File: src/common/ieb_pkg.sv
package ieb_pkg;
	// Field and address layout
	localparam int ADDR_W = 12; // Master and slave address width
	localparam int FLD_W = 13; // Address plus parity bit
	localparam int GRP_LSB = 8; // Group number sits above the unit number
	localparam int BYTE_W = 8; // Data bits per byte
	localparam logic [5:0] MAX_BYTES = 6'h20; // Largest data count per frame
	localparam logic [3:0] ADDR_BITS = 4'hd; // Bits in an address field
	localparam logic [3:0] BYTE_BITS = 4'h8; // Bits in a data field
	localparam logic [3:0] BCAST_BITS = 4'h1; // Bits in the broadcast field
	localparam logic [3:0] START_BITS = 4'h7; // Start bit length in bit periods
	localparam int CNT_W = 16; // Width of cycle counters

	// Timing, in its own unit and derived in clock cycles
	localparam int CLK_MHZ = 250; // Core clock rate
	localparam int BIT_TIME_NS = 26000; // Bit period of the supported mode
	localparam int BIT_CYC = (BIT_TIME_NS * CLK_MHZ + 999) / 1000;
	localparam int IDLE_BITS = 2; // Released bus time that marks idle
	localparam int IDLE_CYC = BIT_CYC * IDLE_BITS;

	// Frame sequencer states; the first one is the reset state
	typedef enum logic [2:0] {
		ST_WAIT,
		ST_IDLE,
		ST_START,
		ST_BCAST,
		ST_MADDR,
		ST_SADDR,
		ST_DATA
	} ieb_state_t;

	// Complete state of the controller
	typedef struct packed {
		ieb_state_t st;
		logic drive;
		logic tx_on;
		logic master;
		logic [3:0] bcnt;
		logic [FLD_W-1:0] sreg;
		logic [FLD_W-1:0] cap;
		logic [5:0] bytes_left;
		logic [CNT_W-1:0] idle_cnt;
		logic lost;
		logic done;
		logic rx_valid;
		logic rx_bcast;
		logic rx_grp_hit;
		logic rx_unit_hit;
		logic [ADDR_W-1:0] rx_maddr;
		logic [ADDR_W-1:0] rx_saddr;
	} ieb_core_t;

	// State of the bit timer
	typedef struct packed {
		logic [CNT_W-1:0] cnt;
	} ieb_tmr_t;

	localparam ieb_core_t CORE_RST = '0; // All clear, state ST_WAIT
	localparam ieb_tmr_t TMR_RST = '0;
endpackage : ieb_pkg

File: src/core/ieb_bit_timer.sv
`timescale 1ns/1ps
// Bit period divider: mid-bit sample pulse and end-of-bit pulse
module ieb_bit_timer import ieb_pkg::*; #(
	parameter int PERIOD = BIT_CYC
) (
	input wire logic i_core_clk,
	input wire logic i_rst_n,
	input wire logic i_restart,
	output logic o_mid,
	output logic o_end
);
	ieb_tmr_t s_r; // Registered state
	ieb_tmr_t s_nxt; // Next state

	localparam logic [CNT_W-1:0] LAST = CNT_W'(PERIOD - 1);
	localparam logic [CNT_W-1:0] MID = CNT_W'(PERIOD / 2);

	// Free run, realigned to a frame's first edge by restart
	always_comb begin
		s_nxt = s_r;
		if (i_restart || s_r.cnt == LAST) begin
			s_nxt.cnt = '0;
		end else begin
			s_nxt.cnt = s_r.cnt + 16'h0001;
		end
	end

	// State register
	always_ff @(posedge i_core_clk) begin
		if (!i_rst_n) begin
			s_r <= TMR_RST;
		end else begin
			s_r <= s_nxt;
		end
	end

	// Pulses are decoded from the counter, gated off by a restart
	assign o_mid = (s_r.cnt == MID) && !i_restart;
	assign o_end = (s_r.cnt == LAST) && !i_restart;
endmodule : ieb_bit_timer

File: src/core/ieb_arb.sv
`timescale 1ns/1ps
// Functional notes
// Bus pins use active-low polarity
// Any unit may start a transfer
// Group and all-unit broadcasts supported
// Only the mode 1 bit timing
// Every unit on the bus shares one mode
// Half duplex, no clock line
// Collision arbitration leaves one master
// Broadcast beats individual transfer
// Lower twelve-bit master address wins
// Abort gives up bus mastership
// Address splits into group and unit
// Broadcast bit zero, individual bit one
// Bit mismatch stops sending, starts receiving
// At most 32 data bytes per frame
// Retry only after the bus is idle
// Open-drain wired-AND drive of the bus
module ieb_arb import ieb_pkg::*; #(
	parameter int BIT_PERIOD = BIT_CYC, // Cycles per bit
	parameter int IDLE_PERIOD = IDLE_CYC // Released cycles that mark idle
) (
	input wire logic i_core_clk,
	input wire logic i_rst_n,
	input wire logic i_bus_rx_n,
	output logic o_bus_tx_n,
	output logic o_bus_tx_oe,
	input wire logic i_tx_req,
	input wire logic i_tx_bcast,
	input wire logic [ADDR_W-1:0] i_own_addr,
	input wire logic [ADDR_W-1:0] i_slave_addr,
	input wire logic [5:0] i_tx_len,
	input wire logic [BYTE_W-1:0] i_tx_byte,
	input wire logic i_tx_byte_valid,
	output logic o_tx_byte_ready,
	input wire logic i_abort,
	output logic o_master,
	output logic o_lost,
	output logic o_done,
	output logic o_rx_valid,
	output logic o_rx_bcast,
	output logic o_rx_grp_hit,
	output logic o_rx_unit_hit,
	output logic [ADDR_W-1:0] o_rx_maddr,
	output logic [ADDR_W-1:0] o_rx_saddr
);
	ieb_core_t s_r; // Registered state
	ieb_core_t s_nxt; // Next state
	logic t_mid; // Mid-bit sample point
	logic t_end; // Bit boundary
	logic restart; // Realign bit timer to a start edge
	logic bus_rel; // Bus released, reads as logic one
	logic idle_ok; // Bus idle long enough to contend
	logic byte_take; // A data byte is taken this cycle
	logic last_bit; // Final bit of the current field
	logic [5:0] len_cap; // Requested length, clipped

	localparam logic [CNT_W-1:0] IDLE_C16 = CNT_W'(IDLE_PERIOD); // A released run this long inside a frame also reads as idle
	// Upper address bits name the group
	function automatic logic [ADDR_W-GRP_LSB-1:0] grp_of(input logic [ADDR_W-1:0] a);
		grp_of = a[ADDR_W-1:GRP_LSB];
	endfunction : grp_of
	// Lower address bits name the unit in its group
	function automatic logic [GRP_LSB-1:0] unit_of(input logic [ADDR_W-1:0] a);
		unit_of = a[GRP_LSB-1:0];
	endfunction : unit_of
	// States that move one bit per bit period
	function automatic logic is_field(input ieb_state_t st);
		is_field = (st == ST_BCAST) || (st == ST_MADDR) || (st == ST_SADDR) || (st == ST_DATA);
	endfunction : is_field
	// Bit count of the field in progress
	function automatic logic [3:0] field_len(input ieb_state_t st);
		unique case (st)
			ST_BCAST: field_len = BCAST_BITS;
			ST_MADDR, ST_SADDR: field_len = ADDR_BITS;
			ST_DATA: field_len = BYTE_BITS;
			default: field_len = BCAST_BITS;
		endcase
	endfunction : field_len
	// One timer serves start bit and data bits, so mode 1 timing only
	ieb_bit_timer #(
		.PERIOD(BIT_PERIOD)
	) u_bit_timer (
		.i_core_clk(i_core_clk),
		.i_rst_n(i_rst_n),
		.i_restart(restart),
		.o_mid(t_mid),
		.o_end(t_end)
	);
	// Released line reads high; dominant low wins the wired-AND
	assign bus_rel = i_bus_rx_n;
	assign idle_ok = (s_r.idle_cnt == IDLE_C16);
	assign last_bit = (s_r.bcnt == field_len(s_r.st) - 4'h1);
	assign len_cap = (i_tx_len > MAX_BYTES) ? MAX_BYTES : i_tx_len;

	// Frame sequencer: start, broadcast bit, addresses, data
	always_comb begin
		s_nxt = s_r;
		restart = 1'b0;
		byte_take = 1'b0;
		s_nxt.lost = 1'b0;
		s_nxt.done = 1'b0;
		s_nxt.rx_valid = 1'b0;
		// Idle watch: any dominant level restarts the count
		if (!bus_rel) begin
			s_nxt.idle_cnt = '0;
		end else if (!idle_ok) begin
			s_nxt.idle_cnt = s_r.idle_cnt + 16'h0001;
		end
		unique case (s_r.st)
			ST_WAIT: begin
				// Listen only until the line has gone quiet
				s_nxt.drive = 1'b0;
				s_nxt.tx_on = 1'b0;
				s_nxt.master = 1'b0;
				if (idle_ok) begin
					s_nxt.st = ST_IDLE;
				end
			end
			ST_IDLE: begin
				if (!bus_rel) begin
					// Someone else began; a pending request joins without a start bit
					s_nxt.st = ST_START;
					restart = 1'b1;
					s_nxt.bcnt = 4'h0;
					s_nxt.tx_on = i_tx_req;
					s_nxt.drive = 1'b0;
				end else if (i_tx_req && idle_ok) begin
					// Own start bit is a long dominant period
					s_nxt.st = ST_START;
					restart = 1'b1;
					s_nxt.bcnt = 4'h0;
					s_nxt.tx_on = 1'b1;
					s_nxt.drive = 1'b1;
				end
			end
			ST_START: begin
				if (t_end) begin
					s_nxt.bcnt = s_r.bcnt + 4'h1;
					if (s_r.bcnt == START_BITS - 4'h1) begin
						// All contenders leave the start bit on the same edge
						s_nxt.st = ST_BCAST;
						s_nxt.bcnt = 4'h0;
						s_nxt.sreg = {~i_tx_bcast, 12'h000};
					end
				end
			end
			default: begin
				// Field states: sample mid-bit, compare against what was sent
				if (t_mid) begin
					s_nxt.cap = {s_r.cap[FLD_W-2:0], bus_rel};
					if (s_r.tx_on && (s_r.sreg[FLD_W-1] != bus_rel)) begin
						if (s_r.master) begin
							// Corruption after winning ends the frame
							s_nxt.st = ST_WAIT;
							s_nxt.tx_on = 1'b0;
							s_nxt.master = 1'b0;
							s_nxt.drive = 1'b0;
						end else begin
							// Lost arbitration; stay on as a receiver
							s_nxt.tx_on = 1'b0;
							s_nxt.drive = 1'b0;
							s_nxt.lost = 1'b1;
						end
					end
				end
				if (t_end) begin
					s_nxt.sreg = {s_r.sreg[FLD_W-2:0], 1'b1};
					s_nxt.bcnt = s_r.bcnt + 4'h1;
					if (last_bit) begin
						s_nxt.bcnt = 4'h0;
						unique case (s_r.st)
							ST_BCAST: begin
								s_nxt.st = ST_MADDR;
								s_nxt.rx_bcast = ~s_r.cap[0];
								s_nxt.sreg = {i_own_addr, ^i_own_addr};
							end
							ST_MADDR: begin
								// Only the lowest address survives twelve bits
								s_nxt.st = ST_SADDR;
								s_nxt.master = s_r.tx_on;
								s_nxt.rx_maddr = s_r.cap[FLD_W-1:1];
								s_nxt.sreg = {i_slave_addr, ^i_slave_addr};
							end
							ST_SADDR: begin
								s_nxt.rx_saddr = s_r.cap[FLD_W-1:1];
								s_nxt.rx_valid = ~s_r.master;
								s_nxt.rx_grp_hit = grp_of(s_r.cap[FLD_W-1:1]) == grp_of(i_own_addr);
								s_nxt.rx_unit_hit = unit_of(s_r.cap[FLD_W-1:1]) == unit_of(i_own_addr);
								if (!s_r.master) begin
									s_nxt.st = ST_WAIT;
								end else if (len_cap == 6'h00) begin
									s_nxt.st = ST_WAIT;
									s_nxt.done = 1'b1;
									s_nxt.master = 1'b0;
									s_nxt.tx_on = 1'b0;
								end else begin
									byte_take = 1'b1;
									s_nxt.st = ST_DATA;
									s_nxt.bytes_left = len_cap - 6'h01;
									s_nxt.sreg = {i_tx_byte, 5'h1f};
								end
							end
							ST_DATA: begin
								if (s_r.bytes_left == 6'h00) begin
									// Frame complete, mastership handed back
									s_nxt.st = ST_WAIT;
									s_nxt.done = 1'b1;
									s_nxt.master = 1'b0;
									s_nxt.tx_on = 1'b0;
								end else begin
									byte_take = 1'b1;
									s_nxt.bytes_left = s_r.bytes_left - 6'h01;
									s_nxt.sreg = {i_tx_byte, 5'h1f};
								end
							end
							default: begin
								s_nxt.st = ST_WAIT;
							end
						endcase
						// An empty source at a byte boundary aborts the frame
						if (byte_take && !i_tx_byte_valid) begin
							s_nxt.st = ST_WAIT;
							s_nxt.master = 1'b0;
							s_nxt.tx_on = 1'b0;
						end
					end
				end
			end
		endcase
		// Software abort drops any transmission at once
		if (i_abort && s_r.tx_on) begin
			s_nxt.st = ST_WAIT;
			s_nxt.tx_on = 1'b0;
			s_nxt.master = 1'b0;
		end
		// New bit: pull low for a zero, release for a one
		if (t_end && is_field(s_nxt.st)) begin
			s_nxt.drive = s_nxt.tx_on & ~s_nxt.sreg[FLD_W-1];
		end
		if (!s_nxt.tx_on) begin
			s_nxt.drive = 1'b0;
		end
	end

	// State register
	always_ff @(posedge i_core_clk) begin
		if (!i_rst_n) begin
			s_r <= CORE_RST;
		end else begin
			s_r <= s_nxt;
		end
	end

	// Pin is only ever pulled low; release leaves the line to others
	assign o_bus_tx_n = 1'b0;
	assign o_bus_tx_oe = s_r.drive;
	assign o_tx_byte_ready = byte_take;
	assign o_master = s_r.master;
	assign o_lost = s_r.lost;
	assign o_done = s_r.done;
	assign o_rx_valid = s_r.rx_valid;
	assign o_rx_bcast = s_r.rx_bcast;
	assign o_rx_grp_hit = s_r.rx_grp_hit;
	assign o_rx_unit_hit = s_r.rx_unit_hit;
	assign o_rx_maddr = s_r.rx_maddr;
	assign o_rx_saddr = s_r.rx_saddr;
endmodule : ieb_arb

File: config.mk
export PLATFORM = sky130hd
export DESIGN_NAME = ieb_arb
export DESIGN_NICKNAME = d
export VERILOG_FILES = /design/src/common/ieb_pkg.sv /design/src/core/ieb_bit_timer.sv /design/src/core/ieb_arb.sv
export SDC_FILE = /design/constraint.sdc
export NUM_CORES = 1
export LEC_CHECK = 0
export BUFFER_PORTS_ARGS = -buffer_cell sky130_fd_sc_hd__buf_2
export CAP_MARGIN = 25
export CORE_UTILIZATION = 28
export CTS_CLUSTER_SIZE = 25
export DETAILED_ROUTE_END_ITERATION = 16
export SLEW_MARGIN = 15
export SYNTH_ARGS = -nofsm -noshare
export SYNTH_HDL_FRONTEND = slang
export SYNTH_SLANG_ARGS = --single-unit
File: constraint.sdc
create_clock -name i_core_clk -period 3.7 [get_ports i_core_clk]
set_clock_uncertainty 0.05 [all_clocks]
set_input_delay 0.925 -clock i_core_clk [delete_from_list [all_inputs] [get_ports i_core_clk]]
set_output_delay 0.925 -clock i_core_clk [all_outputs]
set_load 0.02 [all_outputs]
# Word level (Yosys, flattened, before mapping)

Index checks and enable logic that the tools add are counted.

Order comparisons: 1
Add/sub/neg operators: 6
Muxes and demuxes: 63
Equal/unequal tests: 26
Reductions and logical operators: 41
Bitwise operators: 14

Operator list:

| kind                                             | number |
|---|---|
| case mux 13 bit (4 select lines)                 | 1 |
| 2-to-1 mux 13 bit                                | 3 |
| 2-to-1 mux 19 bit                                | 2 |
| 2-to-1 mux 6 bit                                 | 6 |
| 2-to-1 mux 17 bit                                | 2 |
| 2-to-1 mux 3 bit                                 | 11 |
| adder 16 x 1 -> 16 bit, second input constant    | 2 |
| case mux 13 bit (2 select lines)                 | 1 |
| parity 12 bit                                    | 2 |
| AND reduction 4 bit                              | 5 |
| == test 3 bit, second input constant             | 6 |
| 2-to-1 mux 1 bit                                 | 17 |
| == test 16 x 12 -> 1 bit, second input constant  | 1 |
| == test 16 x 13 -> 1 bit, second input constant  | 1 |
| == test 16 x 14 -> 1 bit, second input constant  | 1 |
| inverter 1 bit                                   | 13 |
| logical NOT 6 bit                                | 2 |
| != test 2 bit, second input constant             | 6 |
| case mux 3 bit (4 select lines)                  | 1 |
| case mux 4 bit (3 select lines)                  | 1 |
| case mux 6 bit (2 select lines)                  | 1 |
| OR reduction 6 bit                               | 2 |
| subtractor 6 x 1 -> 6 bit, second input constant | 2 |
| 2-to-1 mux 2 bit                                 | 5 |
| other kinds (31)                                 | 57 |

Bits in registers: 104
Output and inout port bits: 34
Bits of input ports: 45
Logic and storage cells: 170

# Longest topological paths before layout

Gate-level depths: netlist (run 1).

Depth in word-level cells: 22
Gate-level depth with buffers: 11

# Modules after synthesis

Synthesis (run 1) repeated with hierarchy kept, for this count alone.

Cells, all modules: 713
Area total of the unflattened synthesis: 5,693.0 um^2

Modules (own cells, without submodules):

| module        | area each (um^2) | cells an instance | times used |
|---|---|---|---|
| ieb_arb       | 4,917.2          | 624               | 1 |
| ieb_bit_timer | 775.7            | 89                | 1 |

# Worst setup path after synthesis (run 1)

Ideal clock, no wire load.

Path kind: in2out
Start: in i_bus_rx_n
End: out o_tx_byte_ready
Path slack: 0.504 ns
Data arrival time: 2.221 ns
Stages: 5
Path through: clkbuf_1 inv_1 o21bai_1 nand2_1 nor3_1

Cells in the longest elaborated chain, start to end: 6

Ends and longest elaborated chain:

| what              | line                | text |
|---|---|---|
| from (decl)       | ieb_arb.sv:25       | `input wire logic i_bus_rx_n,` |
| 2-to-1 mux 1 bit  | ieb_arb.sv:121      | `if (!bus_rel) begin` |
| 2-to-1 mux 1 bit  | ieb_arb.sv:110      | `unique case (s_r.st)` |
| logical NOT 1 bit | ieb_bit_timer.sv:39 | `assign o_end = (s_r.cnt == LAST) && !i_restart;` |
| logical AND 1 bit | ieb_bit_timer.sv:39 |  |
| 2-to-1 mux 1 bit  | ieb_arb.sv:167      | `if (t_end) begin` |
| 2-to-1 mux 1 bit  | ieb_arb.sv:110      |  |
| to (decl)         | ieb_arb.sv:35       | `output logic o_tx_byte_ready,` |

No other way between the ends.

# Worst setup path in the final report (run 1)

Start: reg u_bit_timer.s_r[3] in the netlist's numbering
End: out o_tx_byte_ready

Cells in the longest elaborated chain, start to end: 4

Ends and longest elaborated chain:

| what                     | line                | text |
|---|---|---|
| from (decl)              | ieb_bit_timer.sv:12 | `ieb_tmr_t s_r;` |
| from (signal assigned)   | ieb_bit_timer.sv:33 | `s_r <= s_nxt;` |
| == test 16 x 13 -> 1 bit | ieb_bit_timer.sv:39 |  |
| logical AND 1 bit        | ieb_bit_timer.sv:39 |  |
| 2-to-1 mux 1 bit         | ieb_arb.sv:167      |  |
| 2-to-1 mux 1 bit         | ieb_arb.sv:110      |  |

No other way between the ends.

==> results of run 1 <==
[registers in the layout, summed over array words and instances (netlist names), 12 cells and up]
name,flops
u_bit_timer.s_r,16
s_r,56
o_rx_saddr,12
o_rx_maddr,12
[per-stage QoR]
stage	utilization, %	total power [mW]	worst slack (ps)	hold slack (ps)	std cells
after global routing	32.9	2.41	30.9	419	1050
final	32.9	2.32	252	390	1050
after CTS	32.9	2.35	198	395	1050
after global placement	31.4	1.34	321	381	1034
after detailed placement	31.4	1.34	304	381	1034
after floorplan	-	1.27	504	362	727
[logic make-up after synthesis]
kind of cell | count (synthesis) | share of synthesized area [%]
multiplexers | 15 | 2.61
AO/OA/AOI/OAI | 158 | 18.1
adder cells (fa/ha/maj) | 7 | 1.50
XOR/XNOR | 61 | 9.13
buffers and inverters | 69 | 6.05
flip-flops | 104 | 35.6
AND/OR/NAND/NOR | 312 | 27.0
other | 1 | 0.0641
[path summary, 6_finish.rpt]
check | endpoint | slack, ps | cells after the start
setup / recovery | o_tx_byte_ready | 250 | 6
setup reg to reg | o_bus_tx_oe | 590 | 8
hold reg to reg | s_r[51] | 390 | 2
hold / removal | s_r[51] | 390 | 2
[per-layer routing]
| metal | vias to the layer above | track usage [%] | wire length, µm |
|---|---|---|---|
| met5 | - | 0 | 0 |
| met4 | 0 | 5.52 | 331 |
| met3 | 28 | 2.78 | 745 |
| met2 | 128 | 22.5 | 6560 |
| met1 | 2381 | 18.6 | 7230 |
| li1 | 2615 | - | - |
[critical path: stages, from the launching register on]
cell	delay [ps]
sky130_fd_sc_hd__dfxtp_1	340
sky130_fd_sc_hd__or4_4	560
sky130_fd_sc_hd__nor4_2	410
sky130_fd_sc_hd__o211a_1	240
sky130_fd_sc_hd__nand2_1	130
sky130_fd_sc_hd__nor3_1	230
sky130_fd_sc_hd__buf_2	210
[where the power goes]
part	internal, mW	leakage, nW	total (mW)	switching (mW)
Sequential	1.12	0.838	1.13	0.00879
Clock	0.494	0.154	1.01	0.516
Combinational	0.0834	1.47	0.177	0.0932
Total	1.70	2.46	2.32	0.618
[cell usage after synthesis, types with 3 or more instances]
library cell / n
sky130_fd_sc_hd__a21boi_0: 42
sky130_fd_sc_hd__a21oi_1: 33
sky130_fd_sc_hd__a221o_1: 3
sky130_fd_sc_hd__a222oi_1: 8
sky130_fd_sc_hd__and2_1: 6
sky130_fd_sc_hd__and3_1: 4
sky130_fd_sc_hd__buf_4: 25
sky130_fd_sc_hd__clkbuf_1: 31
sky130_fd_sc_hd__dfxtp_1: 104
sky130_fd_sc_hd__ha_1: 7
sky130_fd_sc_hd__inv_1: 11
sky130_fd_sc_hd__mux2i_1: 13
sky130_fd_sc_hd__nand2_1: 114
sky130_fd_sc_hd__nand2b_1: 6
sky130_fd_sc_hd__nand3_1: 26
sky130_fd_sc_hd__nand3b_1: 6
sky130_fd_sc_hd__nand4_1: 6
sky130_fd_sc_hd__nand4b_1: 3
sky130_fd_sc_hd__nor2_1: 61
sky130_fd_sc_hd__nor2b_1: 20
sky130_fd_sc_hd__nor3_1: 12
sky130_fd_sc_hd__nor4_1: 7
sky130_fd_sc_hd__nor4b_1: 4
sky130_fd_sc_hd__o211ai_1: 3
sky130_fd_sc_hd__o21a_1: 5
sky130_fd_sc_hd__o21ai_0: 33
sky130_fd_sc_hd__o21ai_1: 3
sky130_fd_sc_hd__o221ai_1: 4
sky130_fd_sc_hd__o31ai_1: 3
sky130_fd_sc_hd__or2_2: 3
sky130_fd_sc_hd__or3_1: 12
sky130_fd_sc_hd__or4_1: 4
sky130_fd_sc_hd__or4bb_1: 3
sky130_fd_sc_hd__xnor2_1: 33
sky130_fd_sc_hd__xor2_1: 28
[cell type report]
class,count,area (µm²)
clock buffers,9,225
clock inverters,7,86.3
fillers,2142,13700
inverters,11,41.3
multi-input cells,554,3420
flip-flops and latches,104,2080
well taps,270,338
repair buffers,95,520
==> run summary, run 1 <==
The source-to-sink clock delay at the later pin of the worst-skew pair came out at 360 ps. From left edge to right edge, the die measures 147 µm. The synthesized netlist occupies a cell area of 5850 µm².

The data required time at the worst endpoint was 2720 ps; the transition time at the pin with the least slew margin was 689 ps. The core region is 20,400 µm². Max-cap violations in this run came to 0. Synthesis inferred 104 register bits.

Setup repair after global routing left no endpoint under its margin. Summing all placed instances gives a cell area of 6400 µm². Counting along the longest clock path gives a buffer depth of 2. For the starting density of the core, the log shows 28.7%.

The worst hold path belongs to the class register to register. The top cell type by area accounts for 35.6% of the synthesized area. Derived from the worst setup path, the maximum achievable clock frequency is 290 MHz. By area the synthesized netlist is led by sky130_fd_sc_hd__dfxtp_1 (36%), sky130_fd_sc_hd__nand2_1 (7.3%), sky130_fd_sc_hd__a21boi_0 (5.4%). From bottom edge to top edge, the die measures 147 µm. The cell type with the largest total area after synthesis is sky130_fd_sc_hd__dfxtp_1. The count of vias placed by the detailed router was 5,152. The worst flop-to-flop path startpoint was u_bit_timer.s_r[3]. Buffers placed on the I/O ports in this run total 77. The library cell used most frequently in the layout, excluding fill and tap cells, is sky130_fd_sc_hd__nand2_1.

Pin placement for this block handled 79 I/O pins. Proportion of synthesized chip area in sequential cells: 35.6%. The signal arrival time at the worst endpoint came out at 2470 ps.

The tools report the number of warnings printed during yosys synthesis as 0. The count of H-tree levels built during CTS came out at 3. The logs give 0 for the max-slew violation total from the final report and 0 for the buffer count from post-CTS setup fixing. For this block, the routed nets add up to 14,900 µm of wire. Total negative setup slack: 0 ps. The area growth from synthesis to layout is 14.6%. For the unique cell type count in the Yosys netlist, the log shows 64. The number of clock sinks came out at 104. The run finished with clean final reports. The area of the die is 21,500 µm², and the number of remaining DRC errors is 0.

Clock-pin slew was measured on the worst setup and hold paths at 80 ps. The run gives 4,762 as the number of global-route vias before repair. Detailed placement ended at an HPWL of 10,900 µm. The worst-case IR drop observed on VDD is 0.200 mV.

The final critical path takes up 93.2% of the cycle. The post-synthesis average cell area came out at 8.05 µm². The run gives 6710 µm² as the final instance area. The logs give 0 for the final-report setup violation count and 0.875 for the routability congestion estimate from global placement. The start point of the worst min-delay path was s_r[51]. For the headroom to the max-slew limit, the log shows 54.1%.

STA classifies the critical path endpoint as an output port. After the last flow step, the layout net total stands at 827. The library cells used most frequently in the layout, excluding fill and tap cells, are sky130_fd_sc_hd__nand2_1 (114), sky130_fd_sc_hd__dfxtp_1 (104), sky130_fd_sc_hd__buf_2 (77). Number of nets in the synthesized netlist: 779. Before antenna repair, the detailed router went through 5 iterations.

The share of flip-flops with an asynchronous set or reset after synthesis works out to 0%. The root buffer cell chosen for the clock tree is sky130_fd_sc_hd__clkbuf_16. After the first detailed-routing iteration, the DRC count stood at 289. The run gives 0 as the count of cells resized by post-cts repair.

The first global-routing pass estimated 24,300 µm of wire. Global routing used 14.1% of the available tracks. In the final layout, the share of cells above drive strength 1 is 16.0%. After detailed routing, the number of vias per cell comes to 4.91. TritonCTS created 9 clock buffers. The tools report the hold-fix buffer count after cts as 0.

The diode insertion count for antenna repair was 0; the final count of hold timing violations was 0. The number of enable flip-flop cells after synthesis works out to 0. TritonCTS built the clock tree. The primary flip-flop cell chosen by synthesis mapping was sky130_fd_sc_hd__dfxtp_1. Gate count of the mapped netlist: 727. The maximum fanout encountered on the critical timing path was 4; the final routed wire length divided by cell count was 14.2 µm. After global routing the overflow that remains totals 0.

In this run the static leakage power is 2.46 nW. The initial antenna violation count was 0. The launch point of the critical path is u_bit_timer.s_r[3]. Dividing total power by cell area gives a power density of 346 nW/µm². The remaining number of nets flagged by the antenna check after routing is 0. STA classifies the critical path startpoint as a register.

The critical path class was register to output port. Entering global routing, the biggest net connects 55 pins. The clock period could shrink to 3450 ps. In this run the core area contains 52 standard-cell rows.
No activity file was read; power rests on OpenSTA's default activity.
==> inputs of run 2 (changes only) <==
- CELL_PAD_IN_SITES_DETAIL_PLACEMENT: default -> 0
- CELL_PAD_IN_SITES_GLOBAL_PLACEMENT: default -> 2
- HOLD_SLACK_MARGIN: default -> 0.03
- PLACE_DENSITY_LB_ADDON: default -> 0.1
==> run summary, run 2 (synthesized netlist as in run 1, its figures left out) <==
The run finished with clean final reports. The routed design has 16,800 µm of wire. The total number of placement rows is 52, and the signal arrival time at the worst endpoint is 2520 ps. Measured along the x axis, the die boundary spans 147 µm. The total area inside the core boundary comes to 20,400 µm². The worst setup path is launched from a register.

Setup repair after global routing left no endpoint under its margin. The total power was 2.24 mW. The final count of hold timing violations came out at 0.

In this run the critical register-to-register path is captured at s_r[81]. Once the clock tree was built, the resizer swapped 0 gates to a different size. For this configuration, the core starts out at a cell density of 28.7%. Measured in cells, the most critical reg-to-reg path has a length of 8. Summing all placed instances gives a cell area of 6430 µm². At the pin with the least slew margin, the transition time is 673 ps. The critical path in this run is classified as register to output port.

The cell depth of the worst hold path was 2; the total power density per cell area was 334 nW/µm². The tools report the achievable frequency as 286 MHz. Class of the most critical hold timing path: register to register. Most common cell after layout, fill and taps aside: sky130_fd_sc_hd__nand2_1. The root buffer cell chosen for the clock tree is sky130_fd_sc_hd__clkbuf_16. Adding up every negative setup slack in the final design gives 0 ps. Sum of overflow across all layers after global routing: 0. The clock tree synthesis step divided the H-tree into 3 levels.

The largest registers in the layout are s_r (56), u_bit_timer.s_r (16). For this run, the post-layout net count is 831. Initial antenna violation count: 0.

Across the run, the number of max-cap violations was 0. The worst pin sits at a relative slew slack of 54.7%. HPWL reported at the end of detailed placement: 12,900 µm. The clock slew at the register clock pins of the worst setup and hold paths works out to 80 ps. Of the cells placed in the final design, the portion with a size suffix greater than 1 is 16.3%. The floorplan step defined a die boundary enclosing 21,500 µm². The number of remaining DRC errors was 0; the global-route track usage on met1 was 20.8%. The first detailed-routing pass took 6 iterations.

Cells fill 32.9% of the core in the end. Across all layers, the routed design uses 5,148 vias. The DRC violation total after the first TritonRoute iteration came out at 253. Max-slew violation total from the final report: 0.

Entering global routing, the biggest net connects 62 pins. The tools report the setup slack of the worst register-to-register path as 420 ps. In the final routed layout, each cell accounts on average for 16.0 µm. After global routing, the most crowded layer is met2.

The worst path uses 94.4% of the clock period. The tools report the final instance area as 6710 µm². TritonCTS built the clock tree. The met3 layer usage reported by global route came out at 2.22%.

Ranked by flip-flop count, first place goes to s_r. The I/O pin total was 79. The worst register-to-register path begins at s_r[38]. The remaining number of nets flagged by the antenna check after routing is 0, and the number of buffers on the longest clock path is 2. The clock reaches the later pin of the worst-skew pair after 350 ps. The run gives 27,400 µm as the global-route wire length before repair. The setup slack of the critical path after layout is 208 ps, and the pre-CTS worst setup slack is 295 ps. The tools report the data required time at the worst endpoint as 2720 ps. The final instance count without filler cells is 1,054, and the buffer count from post-CTS setup fixing is 0. The tightest hold path in the finished design has a slack of 397 ps.

The maximum fanout encountered on the critical timing path is 7. The worst hold path begins at s_r[51]. Setup violations remaining at the end of the flow were counted as 0. Buffers inserted during clock tree synthesis total 9.

The area growth from synthesis to layout is 14.6%. Across the VDD grid, the largest voltage drop is 0.207 mV. The run gives 16.1% as the total track usage. Measured along the y axis, the die boundary spans 147 µm. The run gives 0 as the diode insertion count for antenna repair. The run gives 5,074 as the number of global-route vias before repair.

The routability congestion estimate from global placement was 0.862; the number of port buffers was 77. In the global route stage, met2 resource usage came out at 27.5%. STA classifies the critical path endpoint as an output port. The clock drives 104 sinks. The register with the most flip-flops in the layout has 56 of them.

In this run, post-CTS hold repair placed 0 buffers. The top cell types in the final layout, fill and taps aside, are sky130_fd_sc_hd__nand2_1 (114), sky130_fd_sc_hd__dfxtp_1 (104), sky130_fd_sc_hd__buf_2 (77). The reported leakage power was 2.47 nW. Worst-case hold path end point: s_r[51]. The placed cell count was 1,038. The number of vias per cell after detailed routing came out at 4.88. The clock period could shrink to 3490 ps.
## run 2: changes by cell type in the layout (fill, tap and decap cells not counted)
| cell | delta |
|---|---|
| sky130_fd_sc_hd__inv_8 | -3 |
| sky130_fd_sc_hd__inv_6 | +1 |
| sky130_fd_sc_hd__clkinv_4 | +2 |
| sky130_fd_sc_hd__inv_12 | -1 |
| sky130_fd_sc_hd__buf_4 | +4 |
| sky130_fd_sc_hd__clkbuf_1 | +1 |
| sky130_fd_sc_hd__clkinv_8 | -1 |
| sky130_fd_sc_hd__clkinv_2 | +1 |
## run 2: how the worst max path moves through the flow
stage,depth (start not counted),endpoint,startpoint,slack [ps]
6_report,6,o_tx_byte_ready,s_r[38],210
5_1_grt,6,o_tx_byte_ready,s_r[38],40
4_1_cts,6,o_tx_byte_ready,s_r[38],160
3_5_place_dp,9,s_r[67],i_tx_len[5],290
3_3_place_gp,9,s_r[69],i_tx_len[4],340
2_1_floorplan,5,o_tx_byte_ready,i_bus_rx_n,500
## run 2: worst max-delay path, cell delays in order (launching register included)
cell,delay [ps]
sky130_fd_sc_hd__dfxtp_1,390
sky130_fd_sc_hd__or4b_2,700
sky130_fd_sc_hd__nor4_2,470
sky130_fd_sc_hd__o21bai_1,180
sky130_fd_sc_hd__nand2_1,170
sky130_fd_sc_hd__nor3_1,80
sky130_fd_sc_hd__buf_2,190
## run 2: routing by layer
metal  share of wire [%]  vias to the layer above
li1                    -                     2616
met1                  48                     2420
met2                  48                       97
met3                 3.2                       15
met4                 1.5                        0
met5                   0                        -
## run 2: layout make-up
cell class	instances	area (µm²)
well taps	270	338
fillers	2204	13700
repair buffers	99	551
clock inverters	6	51.3
clock buffers	10	229
multi-input cells	554	3420
flip-flops and latches	104	2080
inverters	11	41.3
## run 2: report_power, final
part | internal [mW] | total (mW) | switching (mW) | leakage, nW
logic | 0.0842 | 0.181 | 0.0963 | 1.49
clock network | 0.469 | 0.930 | 0.461 | 0.139
registers | 1.12 | 1.13 | 0.00742 | 0.838
total | 1.68 | 2.24 | 0.565 | 2.47
==> inputs of run 3 (changes only) <==
- SYNTH_HIERARCHICAL: default -> 1
==> run summary, run 3 <==
The run finished with clean final reports. The clock passes through at most 2 buffers. The primary flip-flop cell chosen by synthesis mapping is sky130_fd_sc_hd__dfxtp_1. For flop-to-flop paths, the worst setup slack is 300 ps. The logs give 40.5% for the headroom to the max-slew limit and 0 for the initial antenna violation count. In this run the clock root is driven by a sky130_fd_sc_hd__clkbuf_16. After the last flow step, the layout net total stands at 820. In the final layout, the registers with the most flip-flops are s_r (56), u_bit_timer/s_r (16).

The final count of hold timing violations was 0; the starting density of the core was 28.9%. The floorplan step defined a die boundary enclosing 20,900 µm². For hold timing, the worst endpoint is o_rx_maddr[2]. The run gives 314 as the DRC violation total after the first TritonRoute iteration. The count of H-tree levels built during CTS was 3; the time the final worst path needs with I/O delays and setup was 3480 ps.

For the routability congestion estimate from global placement, the log shows 0.791. After detailed routing, the number of remaining DRC violations is 0. Yosys mapped a number of flops with a built-in enable equal to 0.

The remaining number of nets flagged by the antenna check after routing was 0. The global-route wire length before repair is 26,800 µm, and the number of clock sinks is 104. STA classifies the critical path startpoint as a register. Data arrives at the worst endpoint at 2510 ps.

Dividing the detail-routed via count by the number of cells gives 4.96. The total track usage came out at 16.9%. By area the synthesized netlist is led by sky130_fd_sc_hd__dfxtp_1 (37%), sky130_fd_sc_hd__nand2_1 (8.4%), sky130_fd_sc_hd__a21oi_1 (6.3%). The reported leakage power is 2.46 nW. The floorplan step set the die height to 145 µm. In this run the worst path has a maximum fanout of 2.

The worst supply voltage drop on vdd was 0.211 mV. The launch point of the critical path was s_r[30]. Max-cap violations in this run came to 0. The number of antenna diodes in the final layout is 0. Compared with the post-synthesis result, the final layout area differs by 16.4%.

The tools report the filler cell count as 2,118. The area share of the largest cell type after synthesis is 36.6%, and the proportion of synthesized chip area in sequential cells is 36.6%. The wire-length estimate of the detail-placed layout is 12,700 µm.

The die is 145 µm wide. Port buffering added 77 buffers. The worst hold path belongs to the class register to register. In this run the critical register-to-register path is captured at o_bus_tx_oe.

The number of nets handed over by synthesis was 765. Ranked by flip-flop count, first place goes to s_r. The run gives 0 as the sum of overflow across all layers after global routing. The clock slew at the register clock pins of the worst setup and hold paths came out at 80 ps.

The post-synthesis average cell area is 7.98 µm². Summed over all layers, the routed wires come to 17,000 µm. For this run, the top clock speed supported by timing is 287 MHz. In the finished design, the share of the clock period the worst path needs comes to 94.1%. The mapped netlist covers 5690 µm².

The data required time at the worst endpoint is 2720 ps. After detailed routing, the average wire length per cell comes to 16.4 µm. Summed over all failing endpoints, the final setup total negative slack is 0 ps. The share of flip-flops with an asynchronous set or reset after synthesis is 0%. The run gives 9 as the number of buffers created by CTS. For this design, the CTS-stage hold fixing added 0 buffers.

Setup repair after global routing left no endpoint under its margin. For the number of global-route vias before repair, the log shows 4,903. The later pin in the worst-skew pair is clocked with a latency of 360 ps. Once placement completed, the tool counted placed cells totaling 1,020. The library cells used most frequently in the layout, excluding fill and tap cells, are sky130_fd_sc_hd__nand2_1 (128), sky130_fd_sc_hd__dfxtp_1 (102), sky130_fd_sc_hd__buf_2 (76).

The logs give 6 for the number of warnings printed during yosys synthesis and 5,151 for the count of vias placed by the detailed router. Of the cells placed in the final design, the portion with a size suffix greater than 1 is 19.3%. Entering global routing, the biggest net connects 44 pins. The startpoint identified for the worst register-to-register timing path is s_r[30].

The cell type with the largest total area after synthesis is sky130_fd_sc_hd__dfxtp_1. Across the whole layout, storage elements account for 2080 µm². The max-slew violation total from the final report is 0, and the transition time at the pin with the least slew margin is 889 ps. TritonCTS built the clock tree. For this design the top-level I/O count stands at 79. Dividing total power by cell area gives a power density of 351 nW/µm². After technology mapping, the gate count stands at 713. The smallest hold slack is 399 ps, and the cell depth of the worst hold path is 2. The register with the most flip-flops in the layout has 56 of them. The unique cell type count in the Yosys netlist was 69. The initialized floorplan defines 51 standard-cell rows.

Setup violations remaining at the end of the flow were counted as 0. The startpoint identified for the worst hold timing path is o_rx_maddr[2]. After synthesis the netlist holds a flip-flop and latch count of 104.

The path depth of the worst reg2reg path came out at 18. The library cell used most frequently in the layout, excluding fill and tap cells, is sky130_fd_sc_hd__nand2_1. For the count of TritonRoute iterations in the first routing pass, the log shows 6. The critical path is of the register to output port type.

The worst setup path is captured at an output port. Once layout is complete, the cells apart from fillers number 1,038. The most common cell in the synthesized netlist is sky130_fd_sc_hd__nand2_1. Summing all multi-input logic gate instances after layout gives 3240 µm². By count the netlist is led by sky130_fd_sc_hd__nand2_1 (128), sky130_fd_sc_hd__dfxtp_1 (104), sky130_fd_sc_hd__nor2_1 (75).

After floorplanning, the core was sized to cover 19,700 µm². The completed layout was analyzed and its total power is 2.32 mW.
-- run 3: cell types whose count changed after synthesis, sizes merged, moves of 13 or more --
cell	change
nand2	+14
nor2	+14
mux2i	-13
a21boi	-44
nor2b	-18
a21oi	+41
-- run 3: how the worst max path moves through the flow --
stage / to / depth (start not counted)
2_1_floorplan: o_tx_byte_ready / 9
3_3_place_gp: o_bus_tx_oe / 15
3_5_place_dp: o_bus_tx_oe / 15
4_1_cts: o_tx_byte_ready / 12
5_1_grt: o_tx_byte_ready / 12
6_report: o_tx_byte_ready / 12
-- run 3: cells by family after synthesis --
logic type	synth area share, %
DFF	36.6
other	0.0659
buffers and inverters	7.14
adders and majority gates	1.54
AOI/OAI and AO/OA	19.5
xor gates and xnor gates	10.0
and+or+nand+nor	25.2
-- run 3: final cells by class --
cell class                 instances  share of cell area [%]
tap                              265                    5.00
clock buffer                       9                    3.40
multi-input combinational        537                    48.9
clock inverter                     7                    1.47
inverter                          12                   0.680
sequential                       104                    31.5
timing repair buffer             104                    9.10
-- run 3: repair_timing --
| item | in CTS | in global routing |
|---|---|---|
| gates cloned | 0 | 0 |
| pin swaps | 4 | 3 |
| endpoints found under the setup margin | 1 | 2 |
| resized for setup | 5 | 3 |
| buffers inserted | 2 | 0 |
-- run 3: where the power goes --
group | switching, mW | total, mW | internal, mW | leakage (nW)
combinational | 0.0889 | 0.159 | 0.0705 | 1.46
clock | 0.489 | 1.04 | 0.548 | 0.158
sequential | 0.00482 | 1.13 | 1.12 | 0.839
total | 0.583 | 2.32 | 1.74 | 2.46
-- run 3: stage by stage --
step / area [µm²] / setup WS [ps] / utilization, %
finish: 6630 / 219 / 33.6
global route: 6630 / 16.1 / 33.6
CTS: 6610 / 69.4 / 33.5
detailed placement: 6250 / -12.2 / 31.7
global placement: 6230 / 45.3 / 31.6
floorplan: 5700 / 128 / -
-- run 3: routing by layer --
metal	GRT usage, %	part of all wire [%]
met1	23.4	49
met2	26.8	46
met3	2.65	4.1
met4	4.60	1.2
met5	0	0
-- run 3: critical path, stage by stage, from the launching register on --
cell and delay [ps]:
sky130_fd_sc_hd__dfxtp_2 340, sky130_fd_sc_hd__inv_1 40, sky130_fd_sc_hd__ha_1 180, sky130_fd_sc_hd__and4bb_1 220, sky130_fd_sc_hd__nand4_4 90, sky130_fd_sc_hd__o21a_1 160, sky130_fd_sc_hd__nor3_2 60, sky130_fd_sc_hd__or4_1 410
sky130_fd_sc_hd__nor2_1 110, sky130_fd_sc_hd__buf_4 140, sky130_fd_sc_hd__o211ai_4 80, sky130_fd_sc_hd__nor3_2 150, sky130_fd_sc_hd__buf_4 170
